--- src/hw/srcu_pkg.sv ---
// Purpose: shared constants and types of the status reporting command unit
// Assumes: 8-bit status registers, one response byte per handshake
// Notes: command codes are a flat binary space decoded by the main module
`default_nettype none
package srcu_pkg;
   // response framing
   localparam logic [7:0] TERM_CHAR = 8'h0a;  // response terminator
   localparam logic [7:0] ASCII_ZERO = 8'h30;
   localparam logic [7:0] ASCII_ONE = 8'h31;
   localparam logic [7:0] REG_RST = 8'h00;     // reset value of every status register
   // event status register bit positions
   localparam int ESR_OPC_BIT = 0;
   localparam int ESR_QYE_BIT = 2;
   localparam int ESR_EXE_BIT = 4;
   localparam int ESR_CME_BIT = 5;
   // status byte bit positions
   localparam int STB_MAV_BIT = 4;
   localparam int STB_ESB_BIT = 5;
   localparam int STB_MSS_BIT = 6;
   // command codes
   localparam logic [4:0] CMD_CLS = 5'h00;
   localparam logic [4:0] CMD_ESE_W = 5'h01;
   localparam logic [4:0] CMD_ESE_Q = 5'h02;
   localparam logic [4:0] CMD_ESR_Q = 5'h03;
   localparam logic [4:0] CMD_OPC = 5'h04;
   localparam logic [4:0] CMD_OPC_Q = 5'h05;
   localparam logic [4:0] CMD_IDN_Q = 5'h06;
   localparam logic [4:0] CMD_IST_Q = 5'h07;
   localparam logic [4:0] CMD_PRE_W = 5'h08;
   localparam logic [4:0] CMD_PRE_Q = 5'h09;
   localparam logic [4:0] CMD_SRE_W = 5'h0a;
   localparam logic [4:0] CMD_SRE_Q = 5'h0b;
   localparam logic [4:0] CMD_STB_Q = 5'h0c;
   localparam logic [4:0] CMD_WAI = 5'h0d;
   localparam logic [4:0] CMD_TST_Q = 5'h0e;
   localparam logic [4:0] CMD_EXEC_ERR_Q = 5'h0f;  // execution_error_query
   localparam logic [4:0] CMD_QUERY_ERR_Q = 5'h10; // query_error_query
   localparam logic [4:0] CMD_FORCE_TRG = 5'h11;   // forced_trigger_command
   // trigger source selection
   localparam logic [2:0] TRIG_SRC_MAN = 3'h2;
   // response sequencer states
   typedef enum logic [2:0] {
      ST_IDLE = 3'b001,
      ST_NUM = 3'b010,
      ST_ID = 3'b100
   } srcu_state_t;
   typedef struct packed {
      srcu_state_t st;
      logic [7:0] ese;
      logic [7:0] esr;
      logic [7:0] sre;
      logic [7:0] pre;
      logic [7:0] stb;
      logic [7:0] eer;
      logic [7:0] qer;
      logic [31:0] sbuf;
      logic [2:0] len;
      logic [5:0] addr;
      logic rv;
      logic [7:0] rd;
      logic rl;
      logic cr;
      logic trg;
      logic srq;
      logic ist;
   } srcu_regs_t;
endpackage
`default_nettype wire

--- src/hw/srcu_dec_fmt.sv ---
// Purpose: turn an 8-bit value into left-justified ascii decimal plus terminator
// Assumes: value 0..255, so at most three digits
// Notes: purely combinational; the caller registers the result
`default_nettype none
module srcu_dec_fmt (
   input wire logic [7:0] val_i,
   output logic [31:0] str_o,
   output logic [2:0] len_o
);
   logic [7:0] hun;
   logic [7:0] ten;
   logic [7:0] one;
   // split into digits; division by constants folds into small logic
   always_comb begin
      hun = val_i / 8'h64;
      ten = (val_i / 8'h0a) % 8'h0a;
      one = val_i % 8'h0a;
      if (hun != 8'h00) begin
         str_o = {srcu_pkg::ASCII_ZERO + hun, srcu_pkg::ASCII_ZERO + ten, srcu_pkg::ASCII_ZERO + one,
                  srcu_pkg::TERM_CHAR};
         len_o = 3'h4;
      end else if (ten != 8'h00) begin
         str_o = {srcu_pkg::ASCII_ZERO + ten, srcu_pkg::ASCII_ZERO + one, srcu_pkg::TERM_CHAR, 8'h00};
         len_o = 3'h3;
      end else begin
         str_o = {srcu_pkg::ASCII_ZERO + one, srcu_pkg::TERM_CHAR, 16'h0000};
         len_o = 3'h2;
      end
   end
endmodule // srcu_dec_fmt
`default_nettype wire

--- src/hw/srcu_id_rom.sv ---
// Purpose: identification text store with registered read data
// Assumes: text holds maker, model, zero and revision separated by commas
// Notes: any address at or past the text end reads the terminator
`default_nettype none
module srcu_id_rom #(
   parameter int ID_LEN = 21,
   // arbitrary neutral identification text
   parameter logic [8*ID_LEN-1:0] ID_TEXT = "ACMECO,WAVEGEN,0,1.00"
) (
   input wire logic clk_sys_i,
   input wire logic [5:0] addr_i,
   output logic [7:0] data_o
);
   logic [7:0] data_d;
   logic [7:0] data_q;
   // text must fit the address space with one slot left for the terminator
   if (ID_LEN < 1 || ID_LEN > 63) begin : g_len_chk
      $error("srcu_id_rom: ID_LEN out of range");
   end
   // byte lookup; beyond the text comes the terminator
   always_comb begin
      if (int'(addr_i) < ID_LEN) begin
         data_d = ID_TEXT[8*(ID_LEN-1-int'(addr_i)) +: 8];
      end else begin
         data_d = srcu_pkg::TERM_CHAR;
      end
   end
   // read register; no reset needed, data is only used after a fetch
   always_ff @(posedge clk_sys_i) begin
      data_q <= data_d;
   end
   assign data_o = data_q;
endmodule // srcu_id_rom
`default_nettype wire

--- src/hw/srcu_top.sv ---
// Purpose: status, event and error reporting part of a remote command interpreter
// Assumes: the parser delivers decoded command codes with an 8-bit argument
// Notes: responses are ascii bytes on a valid/ready stream ending with the terminator
`default_nettype none
// Behaviour
// - clear-status empties the event status, query error and execution error registers, and so the status byte.
// - event-status-enable write loads the enable register with the argument.
// - event-status-enable query returns the enable register in decimal with terminator.
// - event-status query returns the event status register in decimal and then clears it.
// - operation-complete sets bit 0 of the event status register at once.
// - operation-complete query answers 1 with terminator straight away.
// - identification query returns maker, model, a zero and revision, comma separated.
// - individual-status query returns 0 or 1 from the local status message with terminator.
// - parallel poll enable register is loaded by a write and returned by a query in decimal.
// - service request enable register is loaded by a write and returned by a query in decimal.
// - status-byte query returns the status byte in decimal with terminator.
// - each command finishes before the next is taken, so wait-for-completion does nothing.
// - self-test query always answers 0 with terminator.
// - execution-error query returns the execution error number and clears it.
// - query-error query returns the query error number and clears it.
// - forced trigger fires a trigger unless the manual source is selected.
module srcu_top (
   input wire logic clk_sys_i,
   input wire logic rst_i,
   input wire logic cmd_valid_i,
   input wire logic [4:0] cmd_code_i,
   input wire logic [7:0] cmd_arg_i,
   output logic cmd_ready_o,
   output logic rsp_valid_o,
   output logic [7:0] rsp_data_o,
   output logic rsp_last_o,
   input wire logic rsp_ready_i,
   input wire logic [7:0] evt_set_i,
   input wire logic exec_err_i,
   input wire logic [7:0] exec_err_num_i,
   input wire logic query_err_i,
   input wire logic [7:0] query_err_num_i,
   input wire logic [2:0] trig_src_i,
   output logic trig_o,
   output logic [7:0] esr_o,
   output logic [7:0] stb_o,
   output logic srq_o,
   output logic ist_o
);
   srcu_pkg::srcu_regs_t s_q;
   srcu_pkg::srcu_regs_t s_d;
   logic take;
   logic free;
   logic clr_esr;
   logic [7:0] set_esr;
   logic [7:0] num_v;
   logic num_go;
   logic [31:0] num_str;
   logic [2:0] num_len;
   logic [7:0] rom_data;
   logic [7:0] base_stb;

   // value to be formatted for whichever numeric query is presented
   always_comb begin
      num_go = 1'b1;
      case (cmd_code_i)
         srcu_pkg::CMD_ESE_Q: num_v = s_q.ese;
         srcu_pkg::CMD_ESR_Q: num_v = s_q.esr;
         srcu_pkg::CMD_OPC_Q: num_v = 8'h01;
         srcu_pkg::CMD_IST_Q: num_v = {7'h00, s_q.ist};
         srcu_pkg::CMD_PRE_Q: num_v = s_q.pre;
         srcu_pkg::CMD_SRE_Q: num_v = s_q.sre;
         srcu_pkg::CMD_STB_Q: num_v = s_q.stb;
         srcu_pkg::CMD_TST_Q: num_v = 8'h00;
         srcu_pkg::CMD_EXEC_ERR_Q: num_v = s_q.eer;
         srcu_pkg::CMD_QUERY_ERR_Q: num_v = s_q.qer;
         default: begin
            num_v = 8'h00;
            num_go = 1'b0;
         end
      endcase
   end

   srcu_dec_fmt u_fmt (
      .val_i(num_v),
      .str_o(num_str),
      .len_o(num_len)
   );

   srcu_id_rom u_rom (
      .clk_sys_i(clk_sys_i),
      .addr_i(s_d.addr),
      .data_o(rom_data)
   );

   // next state: command decode, event capture, response sequencing
   always_comb begin
      s_d = s_q;
      s_d.trg = 1'b0;
      clr_esr = 1'b0;
      set_esr = evt_set_i;
      set_esr[srcu_pkg::ESR_EXE_BIT] = evt_set_i[srcu_pkg::ESR_EXE_BIT] | exec_err_i;
      set_esr[srcu_pkg::ESR_QYE_BIT] = evt_set_i[srcu_pkg::ESR_QYE_BIT] | query_err_i;
      take = cmd_valid_i && s_q.cr; // only taken when idle
      free = !s_q.rv || rsp_ready_i;
      if (take) begin
         if (num_go) begin
            s_d.st = srcu_pkg::ST_NUM;
            s_d.sbuf = num_str;
            s_d.len = num_len;
         end
         case (cmd_code_i)
            srcu_pkg::CMD_CLS: begin
               clr_esr = 1'b1;
               s_d.eer = srcu_pkg::REG_RST;
               s_d.qer = srcu_pkg::REG_RST;
            end
            srcu_pkg::CMD_ESE_W: s_d.ese = cmd_arg_i;
            srcu_pkg::CMD_ESR_Q: clr_esr = 1'b1; // read then clear
            srcu_pkg::CMD_OPC: set_esr[srcu_pkg::ESR_OPC_BIT] = 1'b1;
            srcu_pkg::CMD_IDN_Q: begin
               s_d.st = srcu_pkg::ST_ID;
               s_d.addr = 6'h00;
            end
            srcu_pkg::CMD_PRE_W: s_d.pre = cmd_arg_i;
            srcu_pkg::CMD_SRE_W: s_d.sre = cmd_arg_i;
            srcu_pkg::CMD_EXEC_ERR_Q: s_d.eer = srcu_pkg::REG_RST;
            srcu_pkg::CMD_QUERY_ERR_Q: s_d.qer = srcu_pkg::REG_RST;
            srcu_pkg::CMD_FORCE_TRG: s_d.trg = (trig_src_i != srcu_pkg::TRIG_SRC_MAN);
            srcu_pkg::CMD_WAI: s_d.cr = 1'b1; // nothing left to wait
            default: begin
               // unknown code flags a command error; queries are handled above
               if (!num_go) begin
                  set_esr[srcu_pkg::ESR_CME_BIT] = 1'b1;
               end
            end
         endcase
      end
      // new errors win over a read-clear in the same cycle
      if (exec_err_i) begin
         s_d.eer = exec_err_num_i;
      end
      if (query_err_i) begin
         s_d.qer = query_err_num_i;
      end
      s_d.esr = (clr_esr ? srcu_pkg::REG_RST : s_q.esr) | set_esr;
      // output slot: one byte stands until the host takes it
      if (free) begin
         s_d.rv = 1'b0;
      end
      case (s_q.st)
         srcu_pkg::ST_IDLE: begin
         end
         srcu_pkg::ST_NUM: begin
            if (free) begin
               s_d.rv = 1'b1;
               s_d.rd = s_q.sbuf[31:24];
               s_d.rl = (s_q.len == 3'h1);
               s_d.sbuf = {s_q.sbuf[23:0], 8'h00};
               s_d.len = s_q.len - 3'h1;
               if (s_q.len == 3'h1) begin
                  s_d.st = srcu_pkg::ST_IDLE;
               end
            end
         end
         srcu_pkg::ST_ID: begin
            if (free) begin
               s_d.rv = 1'b1;
               s_d.rd = rom_data;
               s_d.rl = (rom_data == srcu_pkg::TERM_CHAR);
               s_d.addr = s_q.addr + 6'h01;
               if (rom_data == srcu_pkg::TERM_CHAR) begin
                  s_d.st = srcu_pkg::ST_IDLE;
               end
            end
         end
         default: s_d.st = srcu_pkg::ST_IDLE;
      endcase
      s_d.cr = (s_d.st == srcu_pkg::ST_IDLE);
      // status byte is derived, so clearing its sources clears it too
      base_stb = 8'h00;
      base_stb[srcu_pkg::STB_ESB_BIT] = |(s_d.esr & s_d.ese);
      base_stb[srcu_pkg::STB_MAV_BIT] = s_d.rv || (s_d.st != srcu_pkg::ST_IDLE);
      s_d.srq = |(base_stb & s_d.sre);
      s_d.stb = base_stb;
      s_d.stb[srcu_pkg::STB_MSS_BIT] = s_d.srq;
      s_d.ist = |(s_d.stb & s_d.pre); // local status message from the poll mask
   end

   // state register
   always_ff @(posedge clk_sys_i) begin
      if (rst_i) begin
         s_q <= '0;
         s_q.st <= srcu_pkg::ST_IDLE;
         s_q.cr <= 1'b1;
      end else begin
         s_q <= s_d;
      end
   end

   // outputs straight from the state register
   assign cmd_ready_o = s_q.cr;
   assign rsp_valid_o = s_q.rv;
   assign rsp_data_o = s_q.rd;
   assign rsp_last_o = s_q.rl;
   assign trig_o = s_q.trg;
   assign esr_o = s_q.esr;
   assign stb_o = s_q.stb;
   assign srq_o = s_q.srq;
   assign ist_o = s_q.ist;

   // checks
   property p_cls;
      @(posedge clk_sys_i) disable iff (rst_i)
         cmd_valid_i && cmd_ready_o && cmd_code_i == srcu_pkg::CMD_CLS && evt_set_i == 8'h00
         && !exec_err_i && !query_err_i |=> esr_o == 8'h00 && s_q.eer == 8'h00 && s_q.qer == 8'h00;
   endproperty
   a_cls: assert property (p_cls) else $error("clear status left state set");
   property p_ese_w;
      @(posedge clk_sys_i) disable iff (rst_i)
         cmd_valid_i && cmd_ready_o && cmd_code_i == srcu_pkg::CMD_ESE_W |=> s_q.ese == $past(cmd_arg_i);
   endproperty
   a_ese_w: assert property (p_ese_w) else $error("enable write not loaded");
   property p_term;
      @(posedge clk_sys_i) disable iff (rst_i)
         rsp_valid_o && rsp_last_o |-> rsp_data_o == srcu_pkg::TERM_CHAR;
   endproperty
   a_term: assert property (p_term) else $error("last byte is not the terminator");
   property p_esr_q;
      @(posedge clk_sys_i) disable iff (rst_i)
         cmd_valid_i && cmd_ready_o && cmd_code_i == srcu_pkg::CMD_ESR_Q && evt_set_i == 8'h00
         && !exec_err_i && !query_err_i |=> esr_o == 8'h00;
   endproperty
   a_esr_q: assert property (p_esr_q) else $error("event status not cleared by query");
   property p_opc;
      @(posedge clk_sys_i) disable iff (rst_i)
         cmd_valid_i && cmd_ready_o && cmd_code_i == srcu_pkg::CMD_OPC |=> esr_o[srcu_pkg::ESR_OPC_BIT];
   endproperty
   a_opc: assert property (p_opc) else $error("operation complete bit not set");
   property p_opc_q;
      @(posedge clk_sys_i) disable iff (rst_i)
         cmd_valid_i && cmd_ready_o && cmd_code_i == srcu_pkg::CMD_OPC_Q
         |=> s_q.sbuf[31:16] == {srcu_pkg::ASCII_ONE, srcu_pkg::TERM_CHAR} && s_q.len == 3'h2;
   endproperty
   a_opc_q: assert property (p_opc_q) else $error("operation complete query wrong");
   property p_wai;
      @(posedge clk_sys_i) disable iff (rst_i)
         cmd_valid_i && cmd_ready_o && cmd_code_i == srcu_pkg::CMD_WAI |=> cmd_ready_o && s_q.sbuf == $past(s_q.sbuf);
   endproperty
   a_wai: assert property (p_wai) else $error("wait command stalled the unit");
   property p_tst;
      @(posedge clk_sys_i) disable iff (rst_i)
         cmd_valid_i && cmd_ready_o && cmd_code_i == srcu_pkg::CMD_TST_Q
         |=> s_q.sbuf[31:16] == {srcu_pkg::ASCII_ZERO, srcu_pkg::TERM_CHAR};
   endproperty
   a_tst: assert property (p_tst) else $error("self test answer not zero");
   property p_trg;
      @(posedge clk_sys_i) disable iff (rst_i)
         cmd_valid_i && cmd_ready_o && cmd_code_i == srcu_pkg::CMD_FORCE_TRG
         |=> trig_o == ($past(trig_src_i) != srcu_pkg::TRIG_SRC_MAN)
         ##1 (!trig_o || $past(cmd_valid_i && cmd_ready_o && cmd_code_i == srcu_pkg::CMD_FORCE_TRG));
   endproperty
   a_trg: assert property (p_trg) else $error("forced trigger wrong");
   property p_srq;
      @(posedge clk_sys_i) disable iff (rst_i)
         srq_o == stb_o[srcu_pkg::STB_MSS_BIT] && stb_o[srcu_pkg::STB_ESB_BIT] == |(esr_o & s_q.ese);
   endproperty
   a_srq: assert property (p_srq) else $error("summary or service request mismatch");
   // register loads, read-clears and sequencing seen from the outputs and the state register fields
   property p_ist;
      @(posedge clk_sys_i) disable iff (rst_i)
         ist_o == |(stb_o & s_q.pre);
   endproperty
   a_ist: assert property (p_ist) else $error("individual status mismatch");
   property p_pre_w;
      @(posedge clk_sys_i) disable iff (rst_i)
         cmd_valid_i && cmd_ready_o && cmd_code_i == srcu_pkg::CMD_PRE_W |=> s_q.pre == $past(cmd_arg_i);
   endproperty
   a_pre_w: assert property (p_pre_w) else $error("poll enable write not loaded");
   property p_sre_w;
      @(posedge clk_sys_i) disable iff (rst_i)
         cmd_valid_i && cmd_ready_o && cmd_code_i == srcu_pkg::CMD_SRE_W |=> s_q.sre == $past(cmd_arg_i);
   endproperty
   a_sre_w: assert property (p_sre_w) else $error("service enable write not loaded");
   property p_exec_clr;
      @(posedge clk_sys_i) disable iff (rst_i)
         cmd_valid_i && cmd_ready_o && cmd_code_i == srcu_pkg::CMD_EXEC_ERR_Q && !exec_err_i
         |=> s_q.eer == 8'h00;
   endproperty
   a_exec_clr: assert property (p_exec_clr) else $error("execution error not cleared by query");
   property p_query_clr;
      @(posedge clk_sys_i) disable iff (rst_i)
         cmd_valid_i && cmd_ready_o && cmd_code_i == srcu_pkg::CMD_QUERY_ERR_Q && !query_err_i
         |=> s_q.qer == 8'h00;
   endproperty
   a_query_clr: assert property (p_query_clr) else $error("query error not cleared by query");
   property p_idn;
      @(posedge clk_sys_i) disable iff (rst_i)
         cmd_valid_i && cmd_ready_o && cmd_code_i == srcu_pkg::CMD_IDN_Q
         |=> s_q.st == srcu_pkg::ST_ID && s_q.addr == 6'h00;
   endproperty
   a_idn: assert property (p_idn) else $error("identification text not started");
   property p_trg_src;
      @(posedge clk_sys_i) disable iff (rst_i)
         trig_o |-> $past(cmd_valid_i && cmd_ready_o && cmd_code_i == srcu_pkg::CMD_FORCE_TRG
         && trig_src_i != srcu_pkg::TRIG_SRC_MAN);
   endproperty
   a_trg_src: assert property (p_trg_src) else $error("trigger without a forced trigger command");
   property p_busy;
      @(posedge clk_sys_i) disable iff (rst_i)
         cmd_valid_i && cmd_ready_o && cmd_code_i == srcu_pkg::CMD_STB_Q |=> !cmd_ready_o;
   endproperty
   a_busy: assert property (p_busy) else $error("command taken while a query is answered");
   property p_hold;
      @(posedge clk_sys_i) disable iff (rst_i)
         rsp_valid_o && !rsp_ready_i |=> rsp_valid_o && rsp_data_o == $past(rsp_data_o)
         && rsp_last_o == $past(rsp_last_o);
   endproperty
   a_hold: assert property (p_hold) else $error("response byte dropped before it was taken");
endmodule // srcu_top
`default_nettype wire

--- config.mk ---
export PLATFORM = sky130hd
export DESIGN_NAME = srcu_top
export DESIGN_NICKNAME = d
export VERILOG_FILES = /design/src/hw/srcu_pkg.sv /design/src/hw/srcu_dec_fmt.sv /design/src/hw/srcu_id_rom.sv /design/src/hw/srcu_top.sv
export SDC_FILE = /design/constraint.sdc
export NUM_CORES = 1
export LEC_CHECK = 0
export BUFFER_PORTS_ARGS = -buffer_cell sky130_fd_sc_hd__buf_2
export CAP_MARGIN = 20
export CORE_ASPECT_RATIO = 0.9
export CORE_MARGIN = 2
export CORE_UTILIZATION = 40
export CTS_CLUSTER_SIZE = 16
export DETAILED_ROUTE_END_ITERATION = 8
export MAX_ROUTING_LAYER = met4
export SLEW_MARGIN = 20
export SYNTH_ARGS = -nofsm -noshare
export SYNTH_HDL_FRONTEND = slang
export SYNTH_HIERARCHICAL = 1
export SYNTH_SLANG_ARGS = --single-unit
--- constraint.sdc ---
create_clock -name clk_sys_i -period 5.7 [get_ports clk_sys_i]
set_input_delay 0.855 -clock clk_sys_i [delete_from_list [all_inputs] [get_ports clk_sys_i]]
set_output_delay 0.855 -clock clk_sys_i [all_outputs]
set_load 0.02 [all_outputs]
==> flow_summary.yaml, run 1 <==
power_and_ir_drop:
  p_seq_frac: 0.378
  p_switching_mw: 0.542
  p_comb_frac: 0.094
  power_frac_clock: 0.528
  power_density_nw_per_um2: 261
  leakage_nw: 3.38
  vdd_drop_max_mv: 0.192
  p_total_mw: 2.25
  power.internal_mw: 1.71
  swShare: 0.240
clock_tree:
  worstSkewPairLatency_ps: 410
  cts.sinks: 115
  clk_path_buf_depth: 2
  path_clk_slew_ps: 60
  tritoncts: "built"
  cts_buffers: 17
  clockRootBuffer: "clkbuf_16"
  htree_levels: 4
floorplanning:
  core-area_um2: 17800
  die_x_um: 147
  start_util: 0.412
  fp.dieArea_um2: 19400
  pin_count: 76
  std_cell_rows: 46
  die_h_um: 132
timing:
  worst_pin_slew_ps: 1010
  max_freq_ghz: 0.187
  finalHoldViolCount: 0
  worst_clock_skew_ps: 8.09
  slew_headroom: 0.321
  finalSetupTns_ps: 0
  setup_ws_ps: 348
  setup_viol: 0
  slew_violations: 0
  finalCriticalPeriod_ps: 5350
  period_share: 0.939
yosys:
  synth-compound-area-share: 0.251
  syn_area_per_cell_um2: 7.99
  yosys.area_share.simple: 0.256
  yosys-mux-area-fraction: 0.0469
  ys_seq_area_frac: 0.314
  synth_warnings: 6
  synthTopCellsByArea: "dfxtp_1 31%, nor2_1 5.8%, nand2_1 5.8%"
  synth_top_family_by_area: "simple AND/OR/NAND/NOR gates"
  synth-async-reset-ratio: 0
  synth-seq-cells: 115
  synthFlopType: "dfxtp_1"
  synth_top_area_frac: 0.314
  synth_xor_area_frac: 0.0205
  synthCells: 918
  synth.distinct_cells: 102
  netlist_area_um2: 7330
  synth_adder_area_share: 0.0188
  synth_top_area_cell: "dfxtp_1"
  synth_edf_count: 0
global_route:
  grt_max_degree: 99
  grt_antenna_before_repair: 0
  grt-ovfl-total: 0
  grt_pass1_wl_um: 32000
  grt_pass1_vias: 6241
  grt_usage: 0.207
setup_path:
  critPathRequiredTime_ps: 6010
  setup.worst_path.start_class: "primary input"
  cp_max_fo: 15
  critical_path.top_delay_family: "simple AND/OR/NAND/NOR gates"
  worstSetupPathType: "in -> reg"
  crit_buf_inv: 5
  cp.arrival_ps: 5670
  crit_path_end_kind: "register"
  max_stage_delay_ps: 440
  worst_path_max_delay_cell: "or3b_4"
detailed_routing:
  wl_per_cell_um: 15.8
  drt-initial-drc-count: 440
  vias_per_cell: 5.49
  routed_wl_um: 19600
  dr.pass1.iters: 5
  vias: 6784
  final_antenna_net_count: 0
  drc_errors: 0
finish:
  antennaDiodeCount: 0
  fillCellCount: 1734
  nets: 1040
  multi_input_area_um2: 4480
  regArea_um2: 2300
  drive_above_1_share: 0.212
  finalInstanceArea_um2: 8650
  areaGrowthSynthToFinish_pct: 18.0
outcome:
  outcome: "finished, final reports clean"
place:
  dp_slack_ps: -111
  gp_congestion: 0.923
  portBuffers: 70
  placed_cell_area_um2: 7930
  detailed_place_hpwl_um: 14000
run:
  drv_cap: 0
hold_path:
  holdCritPathClass: "reg -> reg"
## layout by cell type (no fill, tap or decap), types with 5 or more instances in the layout
cell       Yosys  final
inv_1         17     17
nor3_1        20     18
nand2_1      113    113
conb_1         4     17
bufinv_16      0      5
buf_2         21     69
mux2i_1       31     31
buf_4         40     61
and3_1         5      5
a311oi_1      25     25
nor3b_1        6      5
or3_1          5      5
xnor2_1       10     10
o21ai_1       10     11
nor2b_1       17     15
dfxtp_1      115    115
nand4_1        6      6
o31ai_1       10     10
nand3_1       21     21
and2_1         8      8
a21oi_1       47     46
clkbuf_16      0     17
nand3b_1       7      7
nor2_1       114    111
ha_1          11     11
o21ai_0       18     17
o22ai_1        9      9
nand2b_1      15     15
a211oi_1       9      9
a22oi_1       44     44
a31oi_1        8      8
## flip-flops by register name (all words and copies together) (netlist names)
name	flops
trig_o	1
rsp_last_o	1
stb_o	3
esr_o	8
cmd_ready_o	1
rsp_data_o	8
s_q	84
ist_o	1
u_rom/data_o	7
rsp_valid_o	1
## layer usage
layer	GRT usage	part of all wire	wire (µm)
met1	0.289	0.49	9680
met2	0.307	0.45	8750
met3	0.0397	0.045	879
met4	0.0566	0.013	251
met5	-	0	0
## synthesized netlist by cell type (20+ instances only)
master / count
dfxtp_1: 115
nor2_1: 114
nand2_1: 113
a21oi_1: 47
a22oi_1: 44
buf_4: 40
mux2i_1: 31
clkbuf_1: 29
a311oi_1: 25
buf_2: 21
nand3_1: 21
nor3_1: 20
## layout make-up
cell class                 count  area share
sequential                   115       0.266
timing repair buffer         132      0.0961
clock inverter                12      0.0234
tap                          240      0.0347
multi-input combinational    698       0.519
clock buffer                  20      0.0528
inverter                      19     0.00825
## repair_timing
item,in CTS,in global routing
hold buffers,0,0
endpoints found under the setup margin,0,15
buffers inserted,0,1
resized for setup,0,11
## worst min-delay path, stage by stage (launching register included)
cell,delay (ps)
dfxtp_1,300
nand2_1,50
a21oi_1,50
## power by group through the flow
| stage | clock (mW) | combinational, mW | sequential [mW] |
|---|---|---|---|
| final | 1.19 | 0.212 | 0.852 |
| after CTS | 1.21 | 0.209 | 0.851 |
| after global placement | 0 | 0.207 | 0.869 |
| after global routing | 1.25 | 0.234 | 0.854 |
| after detailed placement | 0 | 0.207 | 0.868 |
| after floorplan | 0 | 0.161 | 0.858 |
## path summary, 6_finish.rpt
check	endpoint	slack, ps	from	depth (start not counted)
max	s_q[50]$_SDFF_PP0_	350	cmd_code_i[2]	26
max reg2reg	s_q[50]$_SDFF_PP0_	1070	s_q[91]$_SDFF_PP0_	22
min reg2reg	rsp_data_o[6]$_SDFFE_PP0P_	450	rsp_data_o[6]$_SDFFE_PP0P_	2
min	rsp_data_o[6]$_SDFFE_PP0P_	450	rsp_data_o[6]$_SDFFE_PP0P_	2
## metrics by stage
stage,cells,utilization,hold slack (ps)
after floorplan,931,-,437
after global placement,1202,0.446,441
after detailed placement,1202,0.446,445
after CTS,1234,0.483,453
after global routing,1236,0.486,465
final,1236,0.486,450
## cell families after synthesis
kind of cell / after synthesis
muxes: 34
adders and majority gates: 11
xor gates and xnor gates: 15
DFF: 115
and+or+nand+nor: 375
other: 4
AOI/OAI and AO/OA: 246
buffers and inverters: 118
Power figures use the tool's default switching activity.
==> run 2, diff against run 1 <==
--- a/config.mk
+++ b/config.mk
@@ -7,7 +7,6 @@
 export LEC_CHECK = 0
 export BUFFER_PORTS_ARGS = -buffer_cell sky130_fd_sc_hd__buf_2
 export CAP_MARGIN = 20
-export CORE_ASPECT_RATIO = 0.9
 export CORE_MARGIN = 2
 export CORE_UTILIZATION = 40
 export CTS_CLUSTER_SIZE = 16
==> run 2 against run 1 <==
Non-clock buffer count rose by 2. Largest power group unchanged. Critical path type unchanged. Critical path depth fell by 4. Register-to-register slack improved by 60 ps. Clock skew rose by 5.5 ps. Setup slack improved by 120 ps.
==> flow_summary.yaml, run 2 (synthesis results as in run 1) <==
outcome:
  outcome: "finished, final reports clean"
finish:
  nets: 1042
  drive_above_1_share: 0.214
  layout_common_cells: "115 x dfxtp_1, 113 x nand2_1, 112 x nor2_1"
  largest_reg_flops: 84
  finalNonFillerCells: 1227
  antennaDiodeCount: 0
  largest_register: "s_q"
  areaGrowthSynthToFinish_pct: 17.5
  layout_commonest_cell: "dfxtp_1"
  finalInstanceArea_um2: 8610
clock_tree:
  tritoncts: "built"
  path_clk_slew_ps: 60
  worstSkewPairLatency_ps: 420
  clk_path_buf_depth: 2
  htree_levels: 4
  clockRootBuffer: "clkbuf_16"
  cts_buffers: 17
  cts.sinks: 115
timing:
  worst_clock_skew_ps: 13.6
  finalHoldViolCount: 0
  grt_setup_unrepaired: "false"
  slew_violations: 0
  worst_pin_slew_ps: 1060
  holdWs_ps: 454
  slew_headroom: 0.292
  setup_ws_ps: 470
  finalCriticalPeriod_ps: 5230
  max_freq_ghz: 0.191
  period_share: 0.918
  setup_viol: 0
setup_path:
  worstSetupPathType: "in -> reg"
  r2r_start: "stb_o[4]$_SDFF_PP0_"
  critPathRequiredTime_ps: 6020
  rr_endpoint: "s_q[49]$_SDFF_PP0_"
  r2r_setup_slack_ps: 1130
  cp.arrival_ps: 5550
  cp_max_fo: 19
  crit_path_end_kind: "register"
  worstRegToRegCells: 23
  setup.worst_path.start_class: "primary input"
power_and_ir_drop:
  power_density_nw_per_um2: 252
  leakage_nw: 3.39
  p_total_mw: 2.17
  vdd_drop_max_mv: 0.217
floorplanning:
  die_h_um: 139
  fp.dieArea_um2: 19400
  core-area_um2: 18000
  pin_count: 76
  std_cell_rows: 49
  start_util: 0.408
  die_x_um: 139
place:
  dp_slack_ps: -48.0
  detailed_place_hpwl_um: 14400
  placed_cell_area_um2: 7940
  gp_congestion: 0.894
  dp.cells: 1194
  portBuffers: 70
detailed_routing:
  vias_per_cell: 5.59
  final_antenna_net_count: 0
  wl_per_cell_um: 16.3
  drt-initial-drc-count: 486
  drc_errors: 0
  routed_wl_um: 20000
  dr.pass1.iters: 5
  vias: 6858
hold_path:
  min_path_cells: 2
  hp-start: "s_q[30]$_SDFF_PP0_"
  holdCritPathClass: "reg -> reg"
  min_to: "s_q[30]$_SDFF_PP0_"
global_route:
  grt_pass1_vias: 6505
  grt_antenna_before_repair: 0
  grt_max_degree: 55
  grt-ovfl-total: 0
  grt_usage: 0.213
  grt_pass1_wl_um: 33100
run:
  drv_cap: 0
-- run 2: cell count changes in the layout (fill, tap and decap cells not counted), sizes merged --
cell	previous run	this run
clkbuf	21	18
clkinv	3	7
clkinvlp	4	3
bufinv	5	3
buf	131	134
inv	19	20
-- run 2: cell type report --
cell class	instances	area [µm²]
Clock buffer	18	439
Clock inverter	14	179
Fill cell	1765	9350
Inverter	19	71.3
Multi-Input combinational cell	698	4480
Sequential cell	115	2300
Tap cell	229	287
Timing Repair Buffer	134	853
-- run 2: stage by stage --
stage           util  TNS, ps
2_1_floorplan      -        0
3_3_place_gp   0.442        0
3_5_place_dp   0.442     -143
4_1_cts        0.477        0
5_1_grt        0.479        0
6_report       0.479        0
-- run 2: worst max path at each step --
| stage | endpoint | cells past startpoint | startpoint |
|---|---|---|---|
| 6_report | s_q[53]$_SDFF_PP0_ | 22 | cmd_code_i[2] |
| 5_1_grt | s_q[48]$_SDFF_PP0_ | 28 | cmd_code_i[3] |
| 4_1_cts | s_q[48]$_SDFF_PP0_ | 25 | cmd_code_i[2] |
| 3_5_place_dp | s_q[48]$_SDFF_PP0_ | 25 | cmd_code_i[2] |
| 3_3_place_gp | s_q[48]$_SDFF_PP0_ | 27 | cmd_code_i[2] |
| 2_1_floorplan | s_q[40]$_SDFF_PP0_ | 26 | cmd_code_i[2] |
-- run 2: what timing repair did --
action | in CTS | in global routing
endpoints found under the hold margin | 0 | 0
buffers inserted | 0 | 1
endpoints found under the setup margin | 0 | 15
resized for setup | 0 | 12
hold buffers | 0 | 0
-- run 2: critical path, stage by stage --
cell and delay (ps):
buf_2 120, or3b_4 440, nor3b_4 280, buf_4 170
a22oi_1 60, nand4_1 100, buf_4 150, buf_6 170
nor4bb_1 420, a211oi_1 160, and4_1 230, buf_4 140
a211oi_4 320, o31ai_2 130, or2_1 340, o221a_1 310
o2111a_1 270, and4_4 230, buf_4 150, mux2i_1 150
nand2_1 80, a311oi_1 260
-- run 2: layer usage --
metal | GRT usage | part of all wire
met5 | - | 0
met4 | 0.0505 | 0.013
met1 | 0.293 | 0.49
met3 | 0.0372 | 0.042
met2 | 0.329 | 0.45
-- run 2: power by group --
part,switching [mW],internal [mW]
Sequential,0.0200,0.829
Combinational,0.128,0.0837
Clock,0.407,0.703
Total,0.555,1.62
